## src/rtl/smcg_pkg.sv

```systemverilog
// shared constants for the sleep-mode clock gating block
package smcg_pkg;

    // ******************************
    // widths
    // ******************************
    localparam int PORT_W = 8;
    localparam int MODE_W = 3;
    localparam int CNT_W = 12;
    localparam int CLK_W = 5;
    localparam int WAKE_W = 4;

    // ******************************
    // sleep mode codes on the mode select input
    // ******************************
    localparam logic [MODE_W-1:0] MODE_IDLE = 3'h0;
    localparam logic [MODE_W-1:0] MODE_ADC_NR = 3'h1;
    localparam logic [MODE_W-1:0] MODE_PSAVE = 3'h2;
    localparam logic [MODE_W-1:0] MODE_PDOWN = 3'h3;
    localparam logic [MODE_W-1:0] MODE_STBY = 3'h4;
    localparam logic [MODE_W-1:0] MODE_EXT_STBY = 3'h5;

    // ******************************
    // clock enable vector {osc, async, adc, io, cpu}
    // ******************************
    localparam int CK_CPU = 0;
    localparam int CK_IO = 1;
    localparam int CK_ADC = 2;
    localparam int CK_ASYNC = 3;
    localparam int CK_OSC = 4;
    localparam logic [CLK_W-1:0] CLKS_RUN = 5'h1f;
    localparam logic [CLK_W-1:0] CLKS_IDLE = 5'h1e;
    localparam logic [CLK_W-1:0] CLKS_ADC_NR = 5'h1c;
    localparam logic [CLK_W-1:0] CLKS_PSAVE = 5'h08;
    localparam logic [CLK_W-1:0] CLKS_PDOWN = 5'h00;
    localparam logic [CLK_W-1:0] CLKS_STBY = 5'h10;
    localparam logic [CLK_W-1:0] CLKS_EXT_STBY = 5'h18;
    localparam logic [CLK_W-1:0] CLKS_RESET = 5'h1f;

    // ******************************
    // wake source vector {other, adc, async, ext}
    // ******************************
    localparam logic [WAKE_W-1:0] WAKE_ALL = 4'hf;
    localparam logic [WAKE_W-1:0] WAKE_ADC_NR = 4'h7;
    localparam logic [WAKE_W-1:0] WAKE_ASYNC = 4'h3;
    localparam logic [WAKE_W-1:0] WAKE_EXT = 4'h1;

    // ******************************
    // oscillator restart time
    // ******************************
    localparam int CLK_PERIOD_NS = 8;
    localparam int OSC_START_NS = 16000;
    localparam logic [CNT_W-1:0] OSC_START_CYC =
        CNT_W'((OSC_START_NS + CLK_PERIOD_NS - 1) / CLK_PERIOD_NS);
    localparam logic [CNT_W-1:0] CNT_ONE = 12'h001;
    localparam logic [CNT_W-1:0] CNT_ZERO = 12'h000;

    // ******************************
    // port reset values, debug pull-up bits (tdi 5, tms 3, tck 2)
    // ******************************
    localparam logic [PORT_W-1:0] PORT_RST = 8'h00;
    localparam logic [PORT_W-1:0] JTAG_PU_MASK = 8'h2c;
    localparam logic [MODE_W-1:0] MODE_RST = 3'h0;

    typedef enum logic [1:0] {
        ST_RUN,
        ST_SLEEP,
        ST_OSC_WAIT,
        ST_CLK_ON
    } smcg_state_e;

endpackage

```

## src/rtl/smcg_top.sv

```systemverilog
// sleep mode clock gating, wake sequencing and the four i/o ports
// Notes on behaviour
// six sleep modes, chosen before sleep
// idle stops cpu, peripherals keep clocks
// power-down freezes oscillator; external interrupt wakes
// power-save keeps asynchronous timer counting
// adc noise mode keeps adc, async timer
// standby keeps main oscillator running only
// extended standby keeps oscillator and async timer
// ports go high impedance during reset
// debug pull-ups stay on when enabled
// long low on reset input resets clocklessly
// analog port: adc inputs or 8-bit i/o
// other ports: 8-bit i/o, per-bit pull-up
// gated clocks restart before cpu resumes
module smcg_top
    import smcg_pkg::*;
(
    // clock and reset
    input wire logic SYS_CLK,
    input wire logic RST_N,
    // sleep control from the cpu
    input wire logic SLEEP_REQ,
    input wire logic [MODE_W-1:0] SLEEP_MODE,
    // wake sources
    input wire logic EXT_IRQ,
    input wire logic ASYNC_TIMER_IRQ,
    input wire logic ADC_DONE_IRQ,
    input wire logic OTHER_IRQ,
    // configuration levels
    input wire logic ADC_EN,
    input wire logic JTAG_EN,
    // clock enables and status
    output logic CPU_CLK_EN,
    output logic IO_CLK_EN,
    output logic ADC_CLK_EN,
    output logic ASYNC_CLK_EN,
    output logic MAIN_OSC_EN,
    output logic SLEEPING,
    // analog shared port
    input wire logic [PORT_W-1:0] ANALOG_SHARED_PORT_PINS_OUT,
    input wire logic [PORT_W-1:0] ANALOG_SHARED_PORT_PINS_DIR,
    input wire logic [PORT_W-1:0] ANALOG_SHARED_PORT_PINS_PU_REQ,
    input wire logic [PORT_W-1:0] ANALOG_SHARED_PORT_PINS_I,
    output logic [PORT_W-1:0] ANALOG_SHARED_PORT_PINS_O,
    output logic [PORT_W-1:0] ANALOG_SHARED_PORT_PINS_OE,
    output logic [PORT_W-1:0] ANALOG_SHARED_PORT_PINS_PU,
    output logic [PORT_W-1:0] ANALOG_SHARED_PORT_PINS_VAL,
    // second port
    input wire logic [PORT_W-1:0] SECOND_PORT_PINS_OUT,
    input wire logic [PORT_W-1:0] SECOND_PORT_PINS_DIR,
    input wire logic [PORT_W-1:0] SECOND_PORT_PINS_PU_REQ,
    input wire logic [PORT_W-1:0] SECOND_PORT_PINS_I,
    output logic [PORT_W-1:0] SECOND_PORT_PINS_O,
    output logic [PORT_W-1:0] SECOND_PORT_PINS_OE,
    output logic [PORT_W-1:0] SECOND_PORT_PINS_PU,
    output logic [PORT_W-1:0] SECOND_PORT_PINS_VAL,
    // third port
    input wire logic [PORT_W-1:0] THIRD_PORT_PINS_OUT,
    input wire logic [PORT_W-1:0] THIRD_PORT_PINS_DIR,
    input wire logic [PORT_W-1:0] THIRD_PORT_PINS_PU_REQ,
    input wire logic [PORT_W-1:0] THIRD_PORT_PINS_I,
    output logic [PORT_W-1:0] THIRD_PORT_PINS_O,
    output logic [PORT_W-1:0] THIRD_PORT_PINS_OE,
    output logic [PORT_W-1:0] THIRD_PORT_PINS_PU,
    output logic [PORT_W-1:0] THIRD_PORT_PINS_VAL,
    // fourth port
    input wire logic [PORT_W-1:0] FOURTH_PORT_PINS_OUT,
    input wire logic [PORT_W-1:0] FOURTH_PORT_PINS_DIR,
    input wire logic [PORT_W-1:0] FOURTH_PORT_PINS_PU_REQ,
    input wire logic [PORT_W-1:0] FOURTH_PORT_PINS_I,
    output logic [PORT_W-1:0] FOURTH_PORT_PINS_O,
    output logic [PORT_W-1:0] FOURTH_PORT_PINS_OE,
    output logic [PORT_W-1:0] FOURTH_PORT_PINS_PU,
    output logic [PORT_W-1:0] FOURTH_PORT_PINS_VAL
);

    // ******************************
    // mode tables
    // ******************************
    function automatic logic [CLK_W-1:0] mode_clocks(input logic [MODE_W-1:0] m);
        logic [CLK_W-1:0] c;
        c = CLKS_IDLE;
        unique case (m)
            MODE_IDLE: c = CLKS_IDLE;
            MODE_ADC_NR: c = CLKS_ADC_NR;
            MODE_PSAVE: c = CLKS_PSAVE;
            MODE_PDOWN: c = CLKS_PDOWN;
            MODE_STBY: c = CLKS_STBY;
            MODE_EXT_STBY: c = CLKS_EXT_STBY;
            default: c = CLKS_IDLE;
        endcase
        return c;
    endfunction

    function automatic logic [WAKE_W-1:0] mode_wakes(input logic [MODE_W-1:0] m);
        logic [WAKE_W-1:0] w;
        w = WAKE_ALL;
        unique case (m)
            MODE_IDLE: w = WAKE_ALL;
            MODE_ADC_NR: w = WAKE_ADC_NR;
            MODE_PSAVE: w = WAKE_ASYNC;
            MODE_PDOWN: w = WAKE_EXT;
            MODE_STBY: w = WAKE_EXT;
            MODE_EXT_STBY: w = WAKE_ASYNC;
            default: w = WAKE_ALL;
        endcase
        return w;
    endfunction

    // ******************************
    // sleep sequencer
    // ******************************
    smcg_state_e st_q, st_d;
    logic [MODE_W-1:0] mode_q, mode_d;
    logic [CNT_W-1:0] cnt_q, cnt_d;
    logic [CLK_W-1:0] clks_q, clks_d;
    logic sleeping_q, sleeping_d;
    logic [WAKE_W-1:0] wake_src;
    logic wake;

    always_comb begin
        st_d = st_q;
        mode_d = mode_q;
        cnt_d = cnt_q;
        clks_d = clks_q;
        wake_src = {OTHER_IRQ, ADC_DONE_IRQ, ASYNC_TIMER_IRQ, EXT_IRQ};
        wake = |(wake_src & mode_wakes(mode_q));
        unique case (st_q)
            ST_RUN: begin
                clks_d = CLKS_RUN;
                if (SLEEP_REQ) begin
                    mode_d = SLEEP_MODE;
                    clks_d = mode_clocks(SLEEP_MODE);
                    st_d = ST_SLEEP;
                end
            end
            ST_SLEEP: begin
                if (wake) begin
                    clks_d[CK_OSC] = 1'b1;
                    if (clks_q[CK_OSC]) begin
                        st_d = ST_CLK_ON;
                    end else begin
                        cnt_d = OSC_START_CYC;
                        st_d = ST_OSC_WAIT;
                    end
                end
            end
            ST_OSC_WAIT: begin
                if (cnt_q <= CNT_ONE) begin
                    cnt_d = CNT_ZERO;
                    st_d = ST_CLK_ON;
                end else begin
                    cnt_d = cnt_q - CNT_ONE;
                end
            end
            ST_CLK_ON: begin
                // peripheral clocks first, cpu one cycle later
                clks_d = CLKS_RUN & ~(CLK_W'(1) << CK_CPU);
                st_d = ST_RUN;
            end
        endcase
        sleeping_d = (st_d != ST_RUN);
    end

    always_ff @(posedge SYS_CLK or negedge RST_N) begin
        if (!RST_N) begin
            st_q <= ST_RUN;
            mode_q <= MODE_RST;
            cnt_q <= CNT_ZERO;
            clks_q <= CLKS_RESET;
            sleeping_q <= 1'b0;
        end else begin
            st_q <= st_d;
            mode_q <= mode_d;
            cnt_q <= cnt_d;
            clks_q <= clks_d;
            sleeping_q <= sleeping_d;
        end
    end

    assign CPU_CLK_EN = clks_q[CK_CPU];
    assign IO_CLK_EN = clks_q[CK_IO];
    assign ADC_CLK_EN = clks_q[CK_ADC];
    assign ASYNC_CLK_EN = clks_q[CK_ASYNC];
    assign MAIN_OSC_EN = clks_q[CK_OSC];
    assign SLEEPING = sleeping_q;

    // ******************************
    // i/o ports
    // ******************************
    smcg_port #(.PU_KEEP(PORT_RST)) u_analog_port (
        .clk(SYS_CLK),
        .rst_n(RST_N),
        .out_data(ANALOG_SHARED_PORT_PINS_OUT),
        .dir(ANALOG_SHARED_PORT_PINS_DIR),
        .pu_req(ANALOG_SHARED_PORT_PINS_PU_REQ),
        .digital_off(ADC_EN),
        .keep_en(1'b0),
        .pin_in(ANALOG_SHARED_PORT_PINS_I),
        .pin_o(ANALOG_SHARED_PORT_PINS_O),
        .pin_oe(ANALOG_SHARED_PORT_PINS_OE),
        .pin_pu(ANALOG_SHARED_PORT_PINS_PU),
        .pin_val(ANALOG_SHARED_PORT_PINS_VAL)
    );

    smcg_port #(.PU_KEEP(PORT_RST)) u_second_port (
        .clk(SYS_CLK),
        .rst_n(RST_N),
        .out_data(SECOND_PORT_PINS_OUT),
        .dir(SECOND_PORT_PINS_DIR),
        .pu_req(SECOND_PORT_PINS_PU_REQ),
        .digital_off(1'b0),
        .keep_en(1'b0),
        .pin_in(SECOND_PORT_PINS_I),
        .pin_o(SECOND_PORT_PINS_O),
        .pin_oe(SECOND_PORT_PINS_OE),
        .pin_pu(SECOND_PORT_PINS_PU),
        .pin_val(SECOND_PORT_PINS_VAL)
    );

    smcg_port #(.PU_KEEP(JTAG_PU_MASK)) u_third_port (
        .clk(SYS_CLK),
        .rst_n(RST_N),
        .out_data(THIRD_PORT_PINS_OUT),
        .dir(THIRD_PORT_PINS_DIR),
        .pu_req(THIRD_PORT_PINS_PU_REQ),
        .digital_off(1'b0),
        .keep_en(JTAG_EN),
        .pin_in(THIRD_PORT_PINS_I),
        .pin_o(THIRD_PORT_PINS_O),
        .pin_oe(THIRD_PORT_PINS_OE),
        .pin_pu(THIRD_PORT_PINS_PU),
        .pin_val(THIRD_PORT_PINS_VAL)
    );

    smcg_port #(.PU_KEEP(PORT_RST)) u_fourth_port (
        .clk(SYS_CLK),
        .rst_n(RST_N),
        .out_data(FOURTH_PORT_PINS_OUT),
        .dir(FOURTH_PORT_PINS_DIR),
        .pu_req(FOURTH_PORT_PINS_PU_REQ),
        .digital_off(1'b0),
        .keep_en(1'b0),
        .pin_in(FOURTH_PORT_PINS_I),
        .pin_o(FOURTH_PORT_PINS_O),
        .pin_oe(FOURTH_PORT_PINS_OE),
        .pin_pu(FOURTH_PORT_PINS_PU),
        .pin_val(FOURTH_PORT_PINS_VAL)
    );

endmodule // smcg_top

```

## src/rtl/smcg_port.sv

```systemverilog
// one 8-bit bidirectional port with per-bit pull-up
module smcg_port
    import smcg_pkg::*;
#(
    parameter logic [PORT_W-1:0] PU_KEEP = 8'h00
) (
    // clock and reset
    input wire logic clk,
    input wire logic rst_n,
    // core side
    input wire logic [PORT_W-1:0] out_data,
    input wire logic [PORT_W-1:0] dir,
    input wire logic [PORT_W-1:0] pu_req,
    input wire logic digital_off,
    input wire logic keep_en,
    // pad side
    input wire logic [PORT_W-1:0] pin_in,
    output logic [PORT_W-1:0] pin_o,
    output logic [PORT_W-1:0] pin_oe,
    output logic [PORT_W-1:0] pin_pu,
    output logic [PORT_W-1:0] pin_val
);

    // ******************************
    // per-bit pad logic
    // ******************************
    genvar i;
    generate
        for (i = 0; i < PORT_W; i++) begin : g_bit
            logic o_q, o_d, oe_q, oe_d, pu_q, pu_d, val_q, val_d;

            always_comb begin
                o_d = out_data[i];
                oe_d = dir[i] & ~digital_off;
                pu_d = (~dir[i] & pu_req[i] & ~digital_off) | (PU_KEEP[i] & keep_en);
                val_d = pin_in[i];
            end

            always_ff @(posedge clk or negedge rst_n) begin
                if (!rst_n) begin
                    o_q <= PORT_RST[i];
                    oe_q <= PORT_RST[i];
                    pu_q <= PU_KEEP[i];
                    val_q <= PORT_RST[i];
                end else begin
                    o_q <= o_d;
                    oe_q <= oe_d;
                    pu_q <= pu_d;
                    val_q <= val_d;
                end
            end

            assign pin_o[i] = o_q;
            assign pin_oe[i] = oe_q;
            assign pin_pu[i] = pu_q;
            assign pin_val[i] = val_q;
        end
    endgenerate

endmodule // smcg_port

```

## config.mk

```make
export PLATFORM = sky130hd
export DESIGN_NAME = smcg_top
export DESIGN_NICKNAME = d
export VERILOG_FILES = /design/src/rtl/smcg_pkg.sv /design/src/rtl/smcg_top.sv /design/src/rtl/smcg_port.sv
export SDC_FILE = /design/constraint.sdc
export NUM_CORES = 1
export LEC_CHECK = 0
export BUFFER_PORTS_ARGS = -buffer_cell sky130_fd_sc_hd__buf_4
export CAP_MARGIN = 20
export CORE_MARGIN = 4
export CORE_UTILIZATION = 45
export DETAILED_ROUTE_END_ITERATION = 12
export PLACE_DENSITY_LB_ADDON = 0.15
export SLEW_MARGIN = 20
export SYNTH_ARGS = -nofsm -noshare
export SYNTH_HDL_FRONTEND = slang
export SYNTH_SLANG_ARGS = --single-unit
```

## constraint.sdc

```tcl
create_clock -name SYS_CLK -period 2.5 [get_ports SYS_CLK]
set_clock_uncertainty 0.15 [all_clocks]
set_input_delay 0.125 -clock SYS_CLK [delete_from_list [all_inputs] [get_ports SYS_CLK]]
set_output_delay 0.125 -clock SYS_CLK [all_outputs]
set_load 0.03 [all_outputs]
```

==> results.sh, run 1 <==
export IMPL_outcome="finished, final reports clean"
export IMPL_netlist_instances=451
export IMPL_htreeDepth=4
export IMPL_synth_most_common_cell="dfrtp_1"
export IMPL_drcViolationCount=0
export IMPL_final_setup_worst_slack_ns=0.210
export IMPL_num_rows=41
export IMPL_crit_chain="inv_1 -> ha_1 -> o21bai_1 -> o41ai_4 -> or2_4 -> o41ai_2"
export IMPL_p_leak_uw=0.00447
export IMPL_die_x_microns=122
export IMPL_holdBufCountCts=135
export IMPL_clockRootBuffer="clkbuf_16"
export IMPL_synth_edf_count=0
export IMPL_grt_pass1_wl_mm=25.4
export IMPL_antenna_found_initial=0
export IMPL_reg2reg_depth=6
export IMPL_drive_gt1_share_pct=43.6
export IMPL_yosysUniqueCellTypes=47
export IMPL_worst_slew_pin_slew_ns=0.566
export IMPL_port_buffers=273
export IMPL_postCtsSetupRepairBufs=0
export IMPL_ys_top_cells_by_count="dfrtp_1, buf_4, nor2b_1"
export IMPL_cp_num_cells=6
export IMPL_r2r_start="cnt_q[0]$_DFFE_PN0P_"
export IMPL_postCtsResizedCells=0
export IMPL_timing_rr_end="cnt_q[11]$_DFFE_PN0P_"
export IMPL_area_delta_synth_final_pct=56.5
export IMPL_cp_num_buf_inv=1
export IMPL_syn_nets=599
export IMPL_die_height_microns=122
export IMPL_synth_seq_cells=151
export IMPL_first_iter_violations=318
export IMPL_ys_warn_count=0
export IMPL_cp_slowest_cell="o21bai_1"
export IMPL_grt_max_degree=53
export IMPL_startpoint="cnt_q[0]$_DFFE_PN0P_"
export IMPL_holdCritPathClass="in2async"
export IMPL_timing_slew_headroom_pct=62.2
export IMPL_die_area_sq_mm=0.0150
export IMPL_hold_violations=0
export IMPL_drt_pass1_iterations=4
export IMPL_globalRouteOverflowTotal=0
export IMPL_cts_sinks=151
export IMPL_setup_viol=0
export IMPL_wirelength_mm=16.5
export IMPL_syn_area_sq_mm=0.00590
export IMPL_core_region_area_sq_mm=0.0127
export IMPL_hpwlAfterDp_mm=10.8
export IMPL_fin_crit_ns=2.29
export IMPL_synth_area_leaders="dfrtp_1, buf_4, dfstp_2"
export IMPL_synth_top_area_cell="dfrtp_1"
export IMPL_grt_total_usage_pct=22.4
export IMPL_multiInputGateArea_sq_mm=0.00107
export IMPL_wl_per_cell_microns=17.6
export IMPL_path_clk_slew_ns=0.06
export IMPL_gp_congestion=0.842
export IMPL_cpLargestDelayFamily="compound AO/OA/AOI/OAI gates"
export IMPL_cp_required_ns=2.66
export IMPL_holdWs_ns=0.0604
export IMPL_async_flop_share_pct=100
export IMPL_end_kind="register"
export IMPL_antenna_cells=0
export IMPL_drv_cap=0
export IMPL_avgSynthCellArea_sq_um=13.1
export IMPL_r2r_slack_ns=0.21
export IMPL_cts_path_max_buffers=2
export IMPL_initial_core_util_pct=46.4
export IMPL_fin_tns_setup_ns=0
export IMPL_insertion_delay_ns=0.41
export IMPL_path_max_fanout=6
export IMPL_nets=901
export IMPL_rsz0062_at_grt="false"
export IMPL_ir_drop_uv=561
export IMPL_crit_arrival_ns=2.45
export IMPL_ant_nets=0
export IMPL_min_period_over_period_pct=91.6
export IMPL_slew_violations=0
export IMPL_vias=4221
export IMPL_preCtsSetupSlack_ns=0.246
export IMPL_dp_cells=771
export IMPL_power_density_mw_per_mm2=814
export IMPL_cp_slowest_stage_delay_ns=0.49
export IMPL_power_uw=7510
export IMPL_detail_route_vias_per_cell=4.50
export IMPL_seq_area_frac_synth_pct=64.2
export IMPL_synth_ff_type="dfrtp_1"
export IMPL_crit_path_end="cnt_q[11]$_DFFE_PN0P_"
export IMPL_cts_inserted_buffers=17
export IMPL_cts_tree="built"
export IMPL_io_pins=274
export IMPL_max_freq_ghz=0.437
export IMPL_cp_start_kind="register"
export IMPL_yosys_area_top_type_share_pct=60.7
export IMPL_final_seq_area_sq_mm=0.00379
export IMPL_fillCellCount=828
export IMPL_fin_cells=938
export IMPL_path_class="reg2reg"
export IMPL_first_global_vias=4661
==> layer usage <==
| layer | track usage, % | vias to the layer above | routed length [microns] |
|---|---|---|---|
| met5 | 0 | - | 0 |
| met4 | 10.1 | 0 | 583 |
| met3 | 6.18 | 36 | 1200 |
| li1 | - | 1954 | - |
| met1 | 24.1 | 2057 | 5640 |
| met2 | 41.0 | 174 | 9100 |
==> sequential cells by signal (all words and copies together), names as in the netlist <==
name,flops
u_third_port.g_bit.pu_q,8
SLEEPING,1
clks_q,5
u_analog_port.g_bit.val_q,8
u_second_port.g_bit.pu_q,8
u_analog_port.g_bit.pu_q,8
u_fourth_port.g_bit.oe_q,8
mode_q,3
u_analog_port.g_bit.o_q,8
u_third_port.g_bit.val_q,8
u_third_port.g_bit.o_q,8
u_fourth_port.g_bit.val_q,8
u_second_port.g_bit.oe_q,8
u_second_port.g_bit.val_q,8
u_third_port.g_bit.oe_q,8
u_fourth_port.g_bit.pu_q,8
st_q,2
u_fourth_port.g_bit.o_q,8
u_second_port.g_bit.o_q,8
cnt_q,12
u_analog_port.g_bit.oe_q,8
==> per-stage QoR <==
stage | cell area [sq um] | utilization (%)
finish | 9230 | 72.5
global route | 9230 | 72.5
CTS | 9230 | 72.5
detailed placement | 7250 | 57.0
global placement | 7250 | 57.0
floorplan | 5900 | -
==> logic make-up (layout without fill, tap and decap cells) <==
kind of cell             after synthesis  after routing  synth area share, %
AO/OA/AOI/OAI                         56             56                 6.77
adder cells (fa/ha/maj)                8              8                 1.70
buffers and inverters                146            461                 17.5
flip-flops                           151            151                 64.2
multiplexers                           4              4                0.743
AND/OR/NAND/NOR                       86             86                 9.02
==> final cells by class <==
class	count	share of cell area (%)
tap	172	2.33
inverter	15	0.610
timing repair buffer	414	37.5
sequential	151	41.1
clock buffer	21	4.99
clock inverter	11	1.86
multi-input combinational	154	11.6
==> cells in the final DEF (no fill, tap or decap), types with 8 or more instances in the layout <==
master         count
buf_4            277
clkbuf_16         17
dfrtp_1          143
dfstp_2            8
dlygate4sd3_1    135
ha_1               8
inv_1             15
nand2_1           10
nor2_1            11
nor2b_1           32
nor3b_1            9
o21ai_0           16
==> worst min-delay path by stage <==
stage	startpoint	slack, ns	cells after the start	endpoint
4_1_cts	RST_N	0.05	2	u_fourth_port.g_bit[7].oe_q$_DFF_PN0_
3_3_place_gp	RST_N	-0.08	1	u_fourth_port.g_bit[7].oe_q$_DFF_PN0_
2_1_floorplan	RST_N	-0.32	0	SLEEPING$_DFF_PN0_
6_report	RST_N	0.06	2	u_fourth_port.g_bit[7].oe_q$_DFF_PN0_
3_5_place_dp	RST_N	-0.08	1	u_fourth_port.g_bit[7].oe_q$_DFF_PN0_
5_1_grt	RST_N	0.1	2	u_second_port.g_bit[5].oe_q$_DFF_PN0_
==> report_power, final <==
group / internal [uW] / leakage, uW / total [uW] / switching, uW
Sequential: 2720 / 0.00180 / 2900 / 189
Clock: 1730 / 0.000304 / 2700 / 973
Combinational: 878 / 0.00237 / 1910 / 1030
Total: 5320 / 0.00447 / 7510 / 2190
No activity file was read; power rests on OpenSTA's default activity.
==> run 2: changes to the inputs <==
--- a/config.mk
+++ b/config.mk
@@ -5,6 +5,7 @@
 export SDC_FILE = /design/constraint.sdc
 export NUM_CORES = 1
 export LEC_CHECK = 0
+export ABC_AREA = 1
 export BUFFER_PORTS_ARGS = -buffer_cell sky130_fd_sc_hd__buf_4
 export CAP_MARGIN = 20
 export CORE_MARGIN = 4
==> run 2 against run 1 <==
  * Via count is 9.4% higher
  * Routed wire length rose by 8.5%
  * Core utilization increased by 0.23 points
  * Synthesized cell count grew 23%
==> results.sh, run 2 <==
export IMPL_ant_nets=0
export IMPL_clockRootBuffer="clkbuf_16"
export IMPL_wl_per_cell_microns=16.8
export IMPL_detail_route_vias_per_cell=4.33
export IMPL_timing_slew_headroom_pct=56.8
export IMPL_ys_warn_count=0
export IMPL_seqPwrFrac_pct=37.6
export IMPL_max_freq_ghz=0.460
export IMPL_power_density_mw_per_mm2=808
export IMPL_htreeDepth=4
export IMPL_synth_area_leaders="dfrtp_1, buf_4, nand2_1"
export IMPL_die_x_microns=124
export IMPL_cp_start_kind="register"
export IMPL_largest_reg_flops=12
export IMPL_drt_pass1_iterations=4
export IMPL_area_delta_synth_final_pct=58.7
export IMPL_rsz0062_at_grt="false"
export IMPL_postCtsResizedCells=0
export IMPL_final_area_sq_mm=0.00960
export IMPL_drive_gt1_share_pct=37.5
export IMPL_cts_sinks=151
export IMPL_seq_area_frac_synth_pct=62.6
export IMPL_setup_viol=0
export IMPL_p_leak_uw=0.00494
export IMPL_gp_congestion=0.864
export IMPL_ir_drop_uv=501
export IMPL_worst_slew_pin_slew_ns=0.648
export IMPL_postPlaceCellArea_sq_mm=0.00736
export IMPL_min_period_over_period_pct=87.0
export IMPL_syn_nets=702
export IMPL_globalRouteOverflowTotal=0
export IMPL_cp_required_ns=2.69
export IMPL_path_class="reg2reg"
export IMPL_synth_top_area_cell="dfrtp_1"
export IMPL_wirelength_mm=17.9
export IMPL_path_max_fanout=4
export IMPL_yosys_area_top_type_share_pct=59.2
export IMPL_final_seq_area_sq_mm=0.00379
export IMPL_synth_edf_count=0
export IMPL_io_pins=274
export IMPL_netlist_instances=554
export IMPL_die_height_microns=124
export IMPL_final_common_cell="buf_4"
export IMPL_cts_tree="built"
export IMPL_grt_total_usage_pct=23.3
export IMPL_grt_max_degree=66
export IMPL_fin_tns_setup_ns=0
export IMPL_layout_cells_most_common_list="buf_4, dlygate4sd3_1, dfrtp_1, nand2_1"
export IMPL_avgSynthCellArea_sq_um=10.9
export IMPL_slew_violations=0
export IMPL_end_kind="register"
export IMPL_path_clk_slew_ns=0.06
export IMPL_drcViolationCount=0
export IMPL_die_area_sq_mm=0.0154
export IMPL_cts_path_max_buffers=2
export IMPL_clockPowerShare_pct=35.9
export IMPL_ys_top_cells_by_count="dfrtp_1, buf_4, nand2_1"
export IMPL_combPwrFrac_pct=26.5
export IMPL_first_global_vias=5082
export IMPL_initial_core_util_pct=45.9
export IMPL_p_int_uw=5390
export IMPL_num_rows=42
export IMPL_power_switching_uw=2370
export IMPL_syn_area_sq_mm=0.00605
export IMPL_yosysUniqueCellTypes=32
export IMPL_hpwlAfterDp_mm=11.3
export IMPL_synth_ff_type="dfrtp_1"
export IMPL_holdCritPathClass="in2reg"
export IMPL_async_flop_share_pct=100
export IMPL_core_region_area_sq_mm=0.0132
export IMPL_crit_arrival_ns=2.36
export IMPL_swShare_pct=30.5
export IMPL_first_iter_violations=258
export IMPL_multiInputGateArea_sq_mm=0.00101
export IMPL_vias=4616
export IMPL_outcome="finished, final reports clean"
export IMPL_insertion_delay_ns=0.41
export IMPL_fillCellCount=837
export IMPL_antenna_found_initial=1
export IMPL_nets=1025
export IMPL_cts_inserted_buffers=17
export IMPL_drv_cap=0
export IMPL_synth_most_common_cell="dfrtp_1"
export IMPL_grt_pass1_wl_mm=26.3
export IMPL_port_buffers=273
export IMPL_synth_seq_cells=151
export IMPL_hold_violations=0
export IMPL_top_register="cnt_q"
export IMPL_fin_crit_ns=2.18
==> run 2: through the flow <==
step                      setup WS (ns)  std cells  total power (uW)  hold WS (ns)  utilization [%]
after floorplan                   0.918        554              4260        -0.321                -
after global placement            0.813        875              4740      -0.00569             55.8
after detailed placement          0.747        875              4780        0.0103             55.8
after CTS                         0.369       1066              7780        0.0457             72.8
after global routing              0.235       1067              8150         0.126             72.8
final                             0.325       1067              7760        0.0721             72.8
==> run 2: kinds of logic after synthesis <==
family                   count (synthesis)  share of synthesized area [%]
AO/OA/AOI/OAI                           23                           2.26
AND/OR/NAND/NOR                        168                           12.1
buffers and inverters                  199                           20.6
flip-flops                             151                           62.6
adder cells (fa/ha/maj)                  8                           1.66
XOR/XNOR                                 5                          0.724
==> run 2: final cells by class <==
| cell class | count | share of cell area, % |
|---|---|---|
| inverters | 66 | 2.58 |
| clock inverters | 12 | 2.06 |
| repair buffers | 437 | 38.4 |
| multi-input cells | 204 | 10.6 |
| clock buffers | 20 | 4.65 |
| well taps | 176 | 2.29 |
| flip-flops and latches | 151 | 39.5 |
| diodes | 1 | 0.0261 |
==> run 2: power by group through the flow <==
stage	sequential (uW)	combinational, uW	clock (uW)
2_1_floorplan	2980	1280	0
3_3_place_gp	2940	1800	0
3_5_place_dp	2950	1840	0
4_1_cts	2910	2060	2810
5_1_grt	2940	2260	2940
6_report	2910	2060	2780
==> run 2: worst paths after layout <==
| kind | cells after the start | to | slack (ns) | startpoint |
|---|---|---|---|---|
| max | 5 | clks_q[3]$_DFFE_PN1P_ | 0.32 | st_q[0]$_DFF_PN0_ |
| min | 7 | clks_q[4]$_DFFE_PN1P_ | 0.07 | EXT_IRQ |
| max reg2reg | 5 | clks_q[3]$_DFFE_PN1P_ | 0.32 | st_q[0]$_DFF_PN0_ |
| min reg2reg | 2 | clks_q[0]$_DFFE_PN1P_ | 0.35 | clks_q[0]$_DFFE_PN1P_ |
| max in group asynchronous | 3 | clks_q[1]$_DFFE_PN1P_ | 1.16 | RST_N |
| min in group asynchronous | 2 | u_fourth_port.g_bit[2].val_q$_DFF_PN0_ | 0.16 | RST_N |
==> run 2: worst max-delay path, stage by stage, from the launching register on <==
cell           delay [ns]
dfrtp_1              0.40
inv_1                0.12
ha_1                 0.36
a211oi_1             0.36
a31oi_1              0.14
dlygate4sd3_1        0.58
==> run 2: what timing repair did <==
item	in CTS	in global routing
hold buffers	159	0
buffers inserted	0	0
hold endpoints to repair	198	0
setup endpoints to repair	0	0
==> run 2: layer usage <==
metal,vias to the layer above,share of wire [%],routed length (microns),global-route usage (%)
met2,192,55,9820,43.9
li1,2198,-,-,-
met3,32,8.1,1460,7.31
met5,-,0,0,0
met1,2194,35,6240,24.0
met4,0,2.2,399,8.49
